<file path="src/gas_cal_defs.vh">
// Purpose: Constants for the gas calibration command unit
// Assumes: 16-bit holding words, single-bit coils
// Notes: Offsets are register offsets, not function addresses
`ifndef GAS_CAL_DEFS_VH
`define GAS_CAL_DEFS_VH

// Register spaces on the access port
`define SPACE_COIL 2'h0
`define SPACE_HOLD 2'h1
`define SPACE_INPUT 2'h2

// Coil offsets
`define COIL_AMBIENT_ZERO 6'h02
`define COIL_NITROGEN_ZERO 6'h06
`define COIL_CONFIRM 6'h07

// Holding register offsets
`define HOLD_C2H4_SPAN 6'h01
`define HOLD_C2H4_BASE 6'h02
`define HOLD_CO2_SPAN 6'h05
`define HOLD_CO2_ZERO 6'h06
`define HOLD_KNOWN_REF 6'h10
`define HOLD_INTERVAL 6'h14

// Input register offsets
`define INPUT_C2H4 6'h00
`define INPUT_CO2 6'h01

// Power-up values and the default ambient zero reference
`define DEF_INTERVAL 16'h012c
`define DEF_SPAN 16'h0100
`define DEF_OFFSET 16'h0000
`define AMBIENT_REF 16'h0004

// Fixed-point position of the span factors
`define SPAN_SHIFT 8

// Timing, seconds, nanoseconds and clock cycles
`define SAMPLE_S 16'h0023
`define MEAS_S 16'h0041
`define CLK_PERIOD_NS 20
`define SECOND_NS 1000000000
`define SECOND_CYCLES (`SECOND_NS / `CLK_PERIOD_NS)

`endif

</file>
<file path="src/second_tick.v">
// Purpose: One-cycle enable pulse once per DIV clock cycles
// Assumes: Single clock, synchronous active-high reset
// Notes: Restart realigns the second boundary to a new measurement
`timescale 1ns/10ps
module second_tick #(
  parameter DIV = 50000000
) (
  // Clock and reset
  input wire clk_in,
  input wire rst_in,
  // Control
  input wire restart_in,
  // Enable pulse
  output reg tick_out
);

  reg [31:0] count_r;

  // Free divider, realigned on restart
  always @(posedge clk_in) begin
    if (rst_in || restart_in) begin
      count_r <= 32'h0000_0000;
      tick_out <= 1'b0;
    end else if (count_r == DIV - 1) begin
      count_r <= 32'h0000_0000;
      tick_out <= 1'b1;
    end else begin
      count_r <= count_r + 32'h0000_0001;
      tick_out <= 1'b0;
    end
  end

endmodule // second_tick

</file>
<file path="src/gas_cal_unit.v">
// Purpose: Calibration coils, holding words and measurement-mode control
// Assumes: Framing logic presents decoded coil/holding accesses on clk_in
// Notes: Holding words model non-volatile storage and ignore rst_in
//   Coil and holding offsets arrive already stripped of their bases
//   Zero actions use the live scaled value, so the master lets it settle
//
// Summary of operation
// Periodic mode pumps gas 35 seconds only
// Interval zero selects continuous measurement
// Interval 300 restores default periodic mode
// Coil 6 requests nitrogen zero
// Coil 2 requests zero at 400ppm
// Confirm coil 7 triggers the action
// Completion clears request and confirm coils
// New zero stored into holding 6
// Holding 16 gives known reference value
// Input 1 reports scaled carbon dioxide
// Holding 1 ethylene span applied
// Holding 2 ethylene baseline offset writable
// Holding 5 carbon dioxide span applied
// Master keeps interval at least 180s
// Master zeroes only in continuous mode
// Nonzero interval periodic; zero after measurement
// Coils bits, holding 16-bit words
// Holding words survive reset
// Lone confirm does nothing, clears itself
`timescale 1ns/10ps
`include "gas_cal_defs.vh"
module gas_cal_unit #(
  parameter SECOND_CYCLES = `SECOND_CYCLES
) (
  // Clock and reset
  input wire clk_in,
  input wire rst_in,
  // Register write port
  input wire wr_in,
  input wire [1:0] wr_space_in,
  input wire [5:0] wr_addr_in,
  input wire [15:0] wr_data_in,
  // Register read port
  input wire rd_in,
  input wire [1:0] rd_space_in,
  input wire [5:0] rd_addr_in,
  output reg [15:0] rd_data_out,
  output reg rd_valid_out,
  // Measurement chain
  input wire [15:0] c2h4_raw_in,
  input wire [15:0] co2_raw_in,
  // Status and actuation
  output reg pump_on_out,
  output reg continuous_out,
  output reg sample_strobe_out,
  output reg cal_done_out,
  output reg [15:0] c2h4_reading_out,
  output reg [15:0] co2_reading_out
);

  // Measurement sequencer states
  // Binary codes; continuous doubles as the reset state
  localparam ST_WAIT = 2'h0;
  localparam ST_SAMPLE = 2'h1;
  localparam ST_SETTLE = 2'h2;
  localparam ST_CONT = 2'h3;

  // Coils
  reg ambient_zero_request_r;
  reg nitrogen_zero_request_r;
  reg action_confirm_r;
  // Holding words, deliberately outside reset
  reg [15:0] ethylene_span_factor_r;
  reg [15:0] ethylene_baseline_offset_r;
  reg [15:0] carbon_dioxide_span_factor_r;
  reg [15:0] carbon_dioxide_zero_offset_r;
  reg [15:0] known_reference_concentration_r;
  reg [15:0] measurement_interval_seconds_r;
  // Sequencer
  reg [1:0] state_r;
  reg [1:0] state_nxt;
  reg [15:0] sec_r;
  reg restart_r;
  wire tick;

  // Power-up contents of the non-volatile words
  // Stands in for the stored image that a real part loads at power-up
  // survive reset
  initial begin
    ethylene_span_factor_r = `DEF_SPAN;
    ethylene_baseline_offset_r = `DEF_OFFSET;
    carbon_dioxide_span_factor_r = `DEF_SPAN;
    carbon_dioxide_zero_offset_r = `DEF_OFFSET;
    known_reference_concentration_r = `DEF_OFFSET;
    measurement_interval_seconds_r = `DEF_INTERVAL;
  end

  // One shared divider; restart puts window edges on whole seconds
  // Limitation: the second in progress at a restart is cut short
  second_tick #(
    .DIV(SECOND_CYCLES)
  ) u_tick (
    .clk_in(clk_in),
    .rst_in(rst_in),
    .restart_in(restart_r),
    .tick_out(tick)
  );

  // Carbon dioxide scaling: raw times span, fixed point
  // Full product kept so a large span cannot wrap before the shift
  wire [31:0] co2_prod = {16'h0000, co2_raw_in} * {16'h0000, carbon_dioxide_span_factor_r};
  wire [15:0] co2_scaled = co2_prod[`SPAN_SHIFT + 15:`SPAN_SHIFT];
  // span applied
  wire [15:0] co2_value = co2_scaled - carbon_dioxide_zero_offset_r;

  // Ethylene reading falls as span rises; zero span guarded
  // Combinational divider: slow refreshes allow it, at a cost in area
  wire [23:0] c2h4_num = {c2h4_raw_in, 8'h00};
  wire [23:0] c2h4_quot = (ethylene_span_factor_r == 16'h0000) ? 24'h00_0000 :
                          c2h4_num / {8'h00, ethylene_span_factor_r};
  // span and baseline
  wire [15:0] c2h4_value = c2h4_quot[15:0] - ethylene_baseline_offset_r;

  // Reference of the pending zero action
  // reference select
  wire [15:0] ambient_ref = (known_reference_concentration_r != 16'h0000) ?
                            known_reference_concentration_r : `AMBIENT_REF;
  // Both pending: nitrogen wins, the stricter reference
  // nitrogen means zero
  wire [15:0] zero_ref = nitrogen_zero_request_r ? 16'h0000 : ambient_ref;
  wire request_pending = ambient_zero_request_r | nitrogen_zero_request_r;
  wire coil_wr = wr_in && (wr_space_in == `SPACE_COIL);
  wire hold_wr = wr_in && (wr_space_in == `SPACE_HOLD);
  // Refresh points: each second in continuous, at window end otherwise
  // refresh points
  wire refresh = tick && ((state_r == ST_CONT) ||
                 (state_r == ST_SAMPLE && state_nxt == ST_SETTLE));

  // Coils: hardware clears on confirm, a master write that cycle wins
  always @(posedge clk_in) begin
    if (rst_in) begin
      ambient_zero_request_r <= 1'b0;
      nitrogen_zero_request_r <= 1'b0;
      action_confirm_r <= 1'b0;
      cal_done_out <= 1'b0;
    end else begin
      cal_done_out <= 1'b0;
      if (action_confirm_r) begin
        // self clear
        ambient_zero_request_r <= 1'b0;
        nitrogen_zero_request_r <= 1'b0;
        action_confirm_r <= 1'b0;
        // No pulse for a lone confirm
        cal_done_out <= request_pending;
      end
      // Written after the clear, so a master write wins
      // coil writes
      if (coil_wr && wr_addr_in == `COIL_AMBIENT_ZERO) begin
        ambient_zero_request_r <= wr_data_in[0];
      end
      if (coil_wr && wr_addr_in == `COIL_NITROGEN_ZERO) begin
        nitrogen_zero_request_r <= wr_data_in[0];
      end
      if (coil_wr && wr_addr_in == `COIL_CONFIRM) begin
        action_confirm_r <= wr_data_in[0];
      end
    end
  end

  // Holding words; zero action writes the offset, master write wins
  always @(posedge clk_in) begin
    // store new zero
    if (action_confirm_r && request_pending) begin
      carbon_dioxide_zero_offset_r <= co2_scaled - zero_ref;
    end
    if (hold_wr) begin
      case (wr_addr_in)
        // ethylene span word
        `HOLD_C2H4_SPAN: ethylene_span_factor_r <= wr_data_in;
        // baseline word
        `HOLD_C2H4_BASE: ethylene_baseline_offset_r <= wr_data_in;
        // span word
        `HOLD_CO2_SPAN: carbon_dioxide_span_factor_r <= wr_data_in;
        // master may restore a saved zero
        `HOLD_CO2_ZERO: carbon_dioxide_zero_offset_r <= wr_data_in;
        // reference word
        `HOLD_KNOWN_REF: known_reference_concentration_r <= wr_data_in;
        // interval word
        `HOLD_INTERVAL: measurement_interval_seconds_r <= wr_data_in;
        default: ;
      endcase
    end
  end

  // Periodic measurement, in seconds from its start:
  //   0 to 34, sample window with the pump drawing gas
  //   35 to 64, pump stopped while the measurement settles
  //   65 onward, idle until the interval has elapsed
  // Intervals under 66 s start the next measurement at 66 s
  // Sequencer next state; a measurement always runs to its end
  always @* begin
    state_nxt = state_r;
    case (state_r)
      ST_WAIT: begin
        // Interval counts from measurement start
        // continuous when zero
        if (measurement_interval_seconds_r == 16'h0000) begin
          state_nxt = ST_CONT;
        end else if (tick && sec_r + 16'h0001 >= measurement_interval_seconds_r) begin
          state_nxt = ST_SAMPLE;
        end
      end
      ST_SAMPLE: begin
        // sampling window
        if (tick && sec_r + 16'h0001 >= `SAMPLE_S) begin
          state_nxt = ST_SETTLE;
        end
      end
      ST_SETTLE: begin
        // finish measurement first
        if (tick && sec_r + 16'h0001 >= `MEAS_S) begin
          state_nxt = (measurement_interval_seconds_r == 16'h0000) ? ST_CONT : ST_WAIT;
        end
      end
      ST_CONT: begin
        // back to periodic
        if (measurement_interval_seconds_r != 16'h0000) begin
          state_nxt = ST_SAMPLE;
        end
      end
      default: state_nxt = ST_WAIT;
    endcase
  end

  // Sequencer registers; sec_r counts seconds since measurement start
  always @(posedge clk_in) begin
    if (rst_in) begin
      state_r <= ST_CONT;
      sec_r <= 16'h0000;
      restart_r <= 1'b0;
    end else begin
      state_r <= state_nxt;
      restart_r <= 1'b0;
      // window start; the divider restarts a cycle later,
      // so a tick left from the old second is not counted;
      // sec_r saturates so a huge interval never wraps
      if (state_nxt == ST_SAMPLE && state_r != ST_SAMPLE) begin
        sec_r <= 16'h0000;
        restart_r <= 1'b1;
      end else if (tick && !restart_r && sec_r != 16'hffff) begin
        sec_r <= sec_r + 16'h0001;
      end
    end
  end

  // Actuation and readings, all registered
  always @(posedge clk_in) begin
    if (rst_in) begin
      pump_on_out <= 1'b0;
      continuous_out <= 1'b0;
      sample_strobe_out <= 1'b0;
      c2h4_reading_out <= 16'h0000;
      co2_reading_out <= 16'h0000;
    end else begin
      // pump only in window or in continuous mode
      pump_on_out <= (state_nxt == ST_SAMPLE) || (state_nxt == ST_CONT);
      continuous_out <= (state_nxt == ST_CONT);
      // Readings take the raw inputs only at a refresh point
      sample_strobe_out <= refresh;
      if (refresh) begin
        c2h4_reading_out <= c2h4_value;
        // reported reading
        co2_reading_out <= co2_value;
      end
    end
  end

  // Read port: one-cycle latency, unmapped offsets read zero
  always @(posedge clk_in) begin
    if (rst_in) begin
      rd_data_out <= 16'h0000;
      rd_valid_out <= 1'b0;
    end else begin
      rd_valid_out <= rd_in;
      rd_data_out <= 16'h0000;
      if (rd_in) begin
        case ({rd_space_in, rd_addr_in})
          // coils read back
          {`SPACE_COIL, `COIL_AMBIENT_ZERO}: rd_data_out <= {15'h0000, ambient_zero_request_r};
          {`SPACE_COIL, `COIL_NITROGEN_ZERO}: rd_data_out <= {15'h0000, nitrogen_zero_request_r};
          {`SPACE_COIL, `COIL_CONFIRM}: rd_data_out <= {15'h0000, action_confirm_r};
          // holding words
          {`SPACE_HOLD, `HOLD_C2H4_SPAN}: rd_data_out <= ethylene_span_factor_r;
          {`SPACE_HOLD, `HOLD_C2H4_BASE}: rd_data_out <= ethylene_baseline_offset_r;
          {`SPACE_HOLD, `HOLD_CO2_SPAN}: rd_data_out <= carbon_dioxide_span_factor_r;
          {`SPACE_HOLD, `HOLD_CO2_ZERO}: rd_data_out <= carbon_dioxide_zero_offset_r;
          {`SPACE_HOLD, `HOLD_KNOWN_REF}: rd_data_out <= known_reference_concentration_r;
          {`SPACE_HOLD, `HOLD_INTERVAL}: rd_data_out <= measurement_interval_seconds_r;
          // input register 0
          {`SPACE_INPUT, `INPUT_C2H4}: rd_data_out <= c2h4_reading_out;
          // input register 1
          {`SPACE_INPUT, `INPUT_CO2}: rd_data_out <= co2_reading_out;
          default: rd_data_out <= 16'h0000;
        endcase
      end
    end
  end

endmodule // gas_cal_unit

</file>
<file path="config.mk">
export PLATFORM = sky130hd
export DESIGN_NAME = gas_cal_unit
export DESIGN_NICKNAME = d
export VERILOG_FILES = /design/src/second_tick.v /design/src/gas_cal_unit.v
export VERILOG_INCLUDE_DIRS = /design/src /design/src/src
export SDC_FILE = /design/constraint.sdc
export NUM_CORES = 2
export LEC_CHECK = 0
export BUFFER_PORTS_ARGS = -buffer_cell sky130_fd_sc_hd__buf_2
export CAP_MARGIN = 20
export CORE_ASPECT_RATIO = 2
export CORE_MARGIN = 8
export CORE_UTILIZATION = 55
export CTS_BUF_LIST = sky130_fd_sc_hd__clkbuf_4 sky130_fd_sc_hd__clkbuf_8
export CTS_CLUSTER_DIAMETER = 80
export DETAILED_ROUTE_END_ITERATION = 8
export GPL_TIMING_DRIVEN = 1
export PLACE_DENSITY = 0.75
export SETUP_SLACK_MARGIN = 0.15
export SLEW_MARGIN = 20
export SYNTH_ARGS = -nofsm -noshare
export SYNTH_HDL_FRONTEND = slang
export SYNTH_SLANG_ARGS = --single-unit
</file>
<file path="constraint.sdc">
create_clock -name clk_in -period 67.3 [get_ports clk_in]
set_clock_uncertainty 0.15 [all_clocks]
set_input_delay 13.46 -clock clk_in [delete_from_list [all_inputs] [get_ports clk_in]]
set_output_delay 13.46 -clock clk_in [all_outputs]
set_load 0.02 [all_outputs]
</file>
==> flow_metrics.env <==
export IMPL_grt_overflow=0
export IMPL_fin_crit_ns=64.61
export IMPL_tightest_slew_ns=1.036
export IMPL_wl_per_cell_um=22.52
export IMPL_dp_hpwl_um=87390
export IMPL_hold_viol=0
export IMPL_antenna_found_initial=4
export IMPL_yosysUniqueCellTypes=104
export IMPL_fmax_mhz=15.48
export IMPL_grt_max_degree=38
export IMPL_dr_pass1_iters=7
export IMPL_async_flop_share=0
export IMPL_dieArea_sq_um=65880
export IMPL_finalCritPeriodShare=0.9600
export IMPL_grt_pass1_wl_um=169000
export IMPL_die_w_um=185.5
export IMPL_track_usage=0.3278
export IMPL_coreArea_sq_um=56940
export IMPL_path_clk_slew_ns=0.08
export IMPL_crit_family="compound AO/OA/AOI/OAI gates"
export IMPL_synth_edf_count=80
export IMPL_gp_congestion=1.012
export IMPL_tritoncts="done"
export IMPL_cts_buffer_depth=3
export IMPL_holdWs_ns=0.3240
export IMPL_synth_seq_cells=204
export IMPL_netlist_top_cells_count="435 x nand2_1, 389 x ha_1, 329 x inv_1, 302 x nor2_1, 296 x a21oi_1"
export IMPL_path_max_fanout=13
export IMPL_synth_most_common_cell="nand2_1"
export IMPL_die_y_um=355.1
export IMPL_syn_num_nets=4560
export IMPL_setup_violations=0
export IMPL_seq_area_sq_um=4885
export IMPL_fill_cells=5232
export IMPL_multiInputGateArea_sq_um=25540
export IMPL_critPathArrivalTime_ns=64.98
export IMPL_cp_common_cell="o21a_1"
export IMPL_synth_top_area_cell="ha_1"
export IMPL_cts_buffers=27
export IMPL_crit_path_start_kind="primary input"
export IMPL_cts_sinks=204
export IMPL_layout_drive_gt1_share=0.1376
export IMPL_root_buffer="clkbuf_8"
export IMPL_initial_core_util=0.5553
export IMPL_slowest_delay_ns=0.73
export IMPL_synth_ff_type="dfxtp_1"
export IMPL_status="finished, final reports clean"
export IMPL_critPathCaptureType="flop"
export IMPL_cpMaxStageDelayCell="nor4_1"
export IMPL_grt_pass1_vias=32730
export IMPL_crit_buf_inv=20
export IMPL_cap_violations=0
export IMPL_rows=124
export IMPL_remaining_drc_errors=0
export IMPL_yosysTopAreaCellShare=0.1539
export IMPL_synthTopCellsByArea="ha_1 15%, fa_1 11%, dfxtp_1 7.9%"
export IMPL_io_pins=121
export IMPL_ys_seq_area_frac=0.1545
export IMPL_totalWireLength_um=110000
export IMPL_tns_ns=0
export IMPL_hold_buffers=0
export IMPL_drtIter0Drc=1865
export IMPL_syn2layout_area_growth_pct=11.12
export IMPL_avgSynthCellArea_sq_um=8.039
export IMPL_num_nets_final=4734
export IMPL_final_util=0.6170
export IMPL_required_ns=67.67
export IMPL_maxSlewHeadroom=0.3076
export IMPL_routed_via_count=30960
export IMPL_drt_vias_per_instance=6.337
export IMPL_syn_inst=3933
export IMPL_worst_setup_path_type="in2reg"
export IMPL_io_buffers=120
export IMPL_ant_nets=0
export IMPL_hp_class="reg2reg"
export IMPL_clock_latency_ns=0.62
export IMPL_synth_area_sq_um=31620
export IMPL_htree_num_levels=1
export IMPL_slew_viol_final=0
export IMPL_yosys_warnings=0
[layout by cell type (no fill, tap or decap), types with 25 or more instances in the layout]
master / synthesis / final
inv_1: 329 / 329
or3_1: 34 / 34
nand3_1: 78 / 75
o21a_1: 72 / 70
o21ai_0: 137 / 121
fa_1: 170 / 170
dfxtp_1: 124 / 124
buf_2: 7 / 120
nor2b_1: 41 / 39
a31oi_1: 33 / 28
nand4_1: 35 / 35
nand2b_1: 49 / 48
ha_1: 389 / 384
edfxtp_1: 80 / 80
clkbuf_8: 0 / 27
buf_4: 0 / 156
o31ai_1: 31 / 25
mux2_2: 75 / 75
nor2_1: 302 / 299
xnor2_1: 153 / 153
nand2_1: 435 / 433
a21o_1: 126 / 125
xor2_1: 120 / 120
o21bai_1: 36 / 36
mux2i_1: 53 / 52
and3_1: 29 / 28
a21oi_1: 296 / 271
and2_1: 96 / 94
nor4_1: 37 / 31
nor3_1: 84 / 79
[cells by family after synthesis]
| logic type | Yosys count | share of synthesized area |
|---|---|---|
| and+or+nand+nor | 1307 | 0.1985 |
| adders and majority gates | 559 | 0.2616 |
| xor gates and xnor gates | 276 | 0.07757 |
| buffers and inverters | 466 | 0.05631 |
| AOI/OAI and AO/OA | 990 | 0.2069 |
| muxes | 131 | 0.04468 |
| DFF | 204 | 0.1545 |
[state kept, by name (all words and copies together), names as in the netlist, 2 cells and up]
register and flops:
sec_r 16, carbon_dioxide_zero_offset_r 16, u_tick.count_r 32, c2h4_reading_out 16, carbon_dioxide_span_factor_r 16, ethylene_baseline_offset_r 16, co2_reading_out 16, known_reference_concentration_r 16
measurement_interval_seconds_r 16, ethylene_span_factor_r 16, rd_data_out 16, state_r 2
[per-layer routing]
layer / track usage / wire length (um)
met1: 0.2881 / 34800
met4: 0.3140 / 12390
met2: 0.6116 / 56430
met3: 0.05107 / 6417
met5: 0 / 8
[worst reg2reg max path, delay by kind of cell (launching register included)]
family	cells	cell delay, ns
DFF	1	0.69
and+or+nand+nor	60	11.22
xor gates and xnor gates	2	0.23
buffers and inverters	19	2.79
AOI/OAI and AO/OA	142	27.29
muxes	8	2.40
adders and majority gates	24	7.45
[what timing repair did]
item	in CTS	in global routing
pin swaps	2	29
gates resized for setup	9	123
endpoints found under the hold margin	0	0
buffers inserted	2	22
setup endpoints to repair	7	16
[cell type report]
cell class,instances,area share
Antenna cell,3,0.0002137
Tap cell,756,0.02692
Clock inverter,18,0.008476
Multi-Input combinational cell,3263,0.7268
Sequential cell,204,0.1390
Clock buffer,31,0.01143
Timing Repair Buffer,279,0.05164
Inverter,332,0.03547
[final timing paths]
path / start / to / slack (ns) / depth (start not counted)
setup / recovery: c2h4_raw_in[13] / c2h4_reading_out[14] / 2.69 / 255
hold / removal: u_tick.count_r[0] / u_tick.count_r[0] / 0.32 / 1
setup reg to reg: ethylene_span_factor_r[15] / c2h4_reading_out[14] / 14.92 / 255
hold reg to reg: u_tick.count_r[0] / u_tick.count_r[0] / 0.32 / 1
[stage by stage]
stage | std cells | area, sq um | worst slack (ns)
4_1_cts | 4861 | 34460 | 0.1808
5_1_grt | 4885 | 35130 | -0.4644
3_3_place_gp | 4810 | 33720 | -0.5257
2_1_floorplan | 3933 | 31620 | 0.7162
6_report | 4886 | 35130 | 2.690
3_5_place_dp | 4810 | 33720 | -1.471
Power is left out: the tool's default activity adds up to more than one toggle a clock period on the data nets, which glitch-free logic cannot reach.
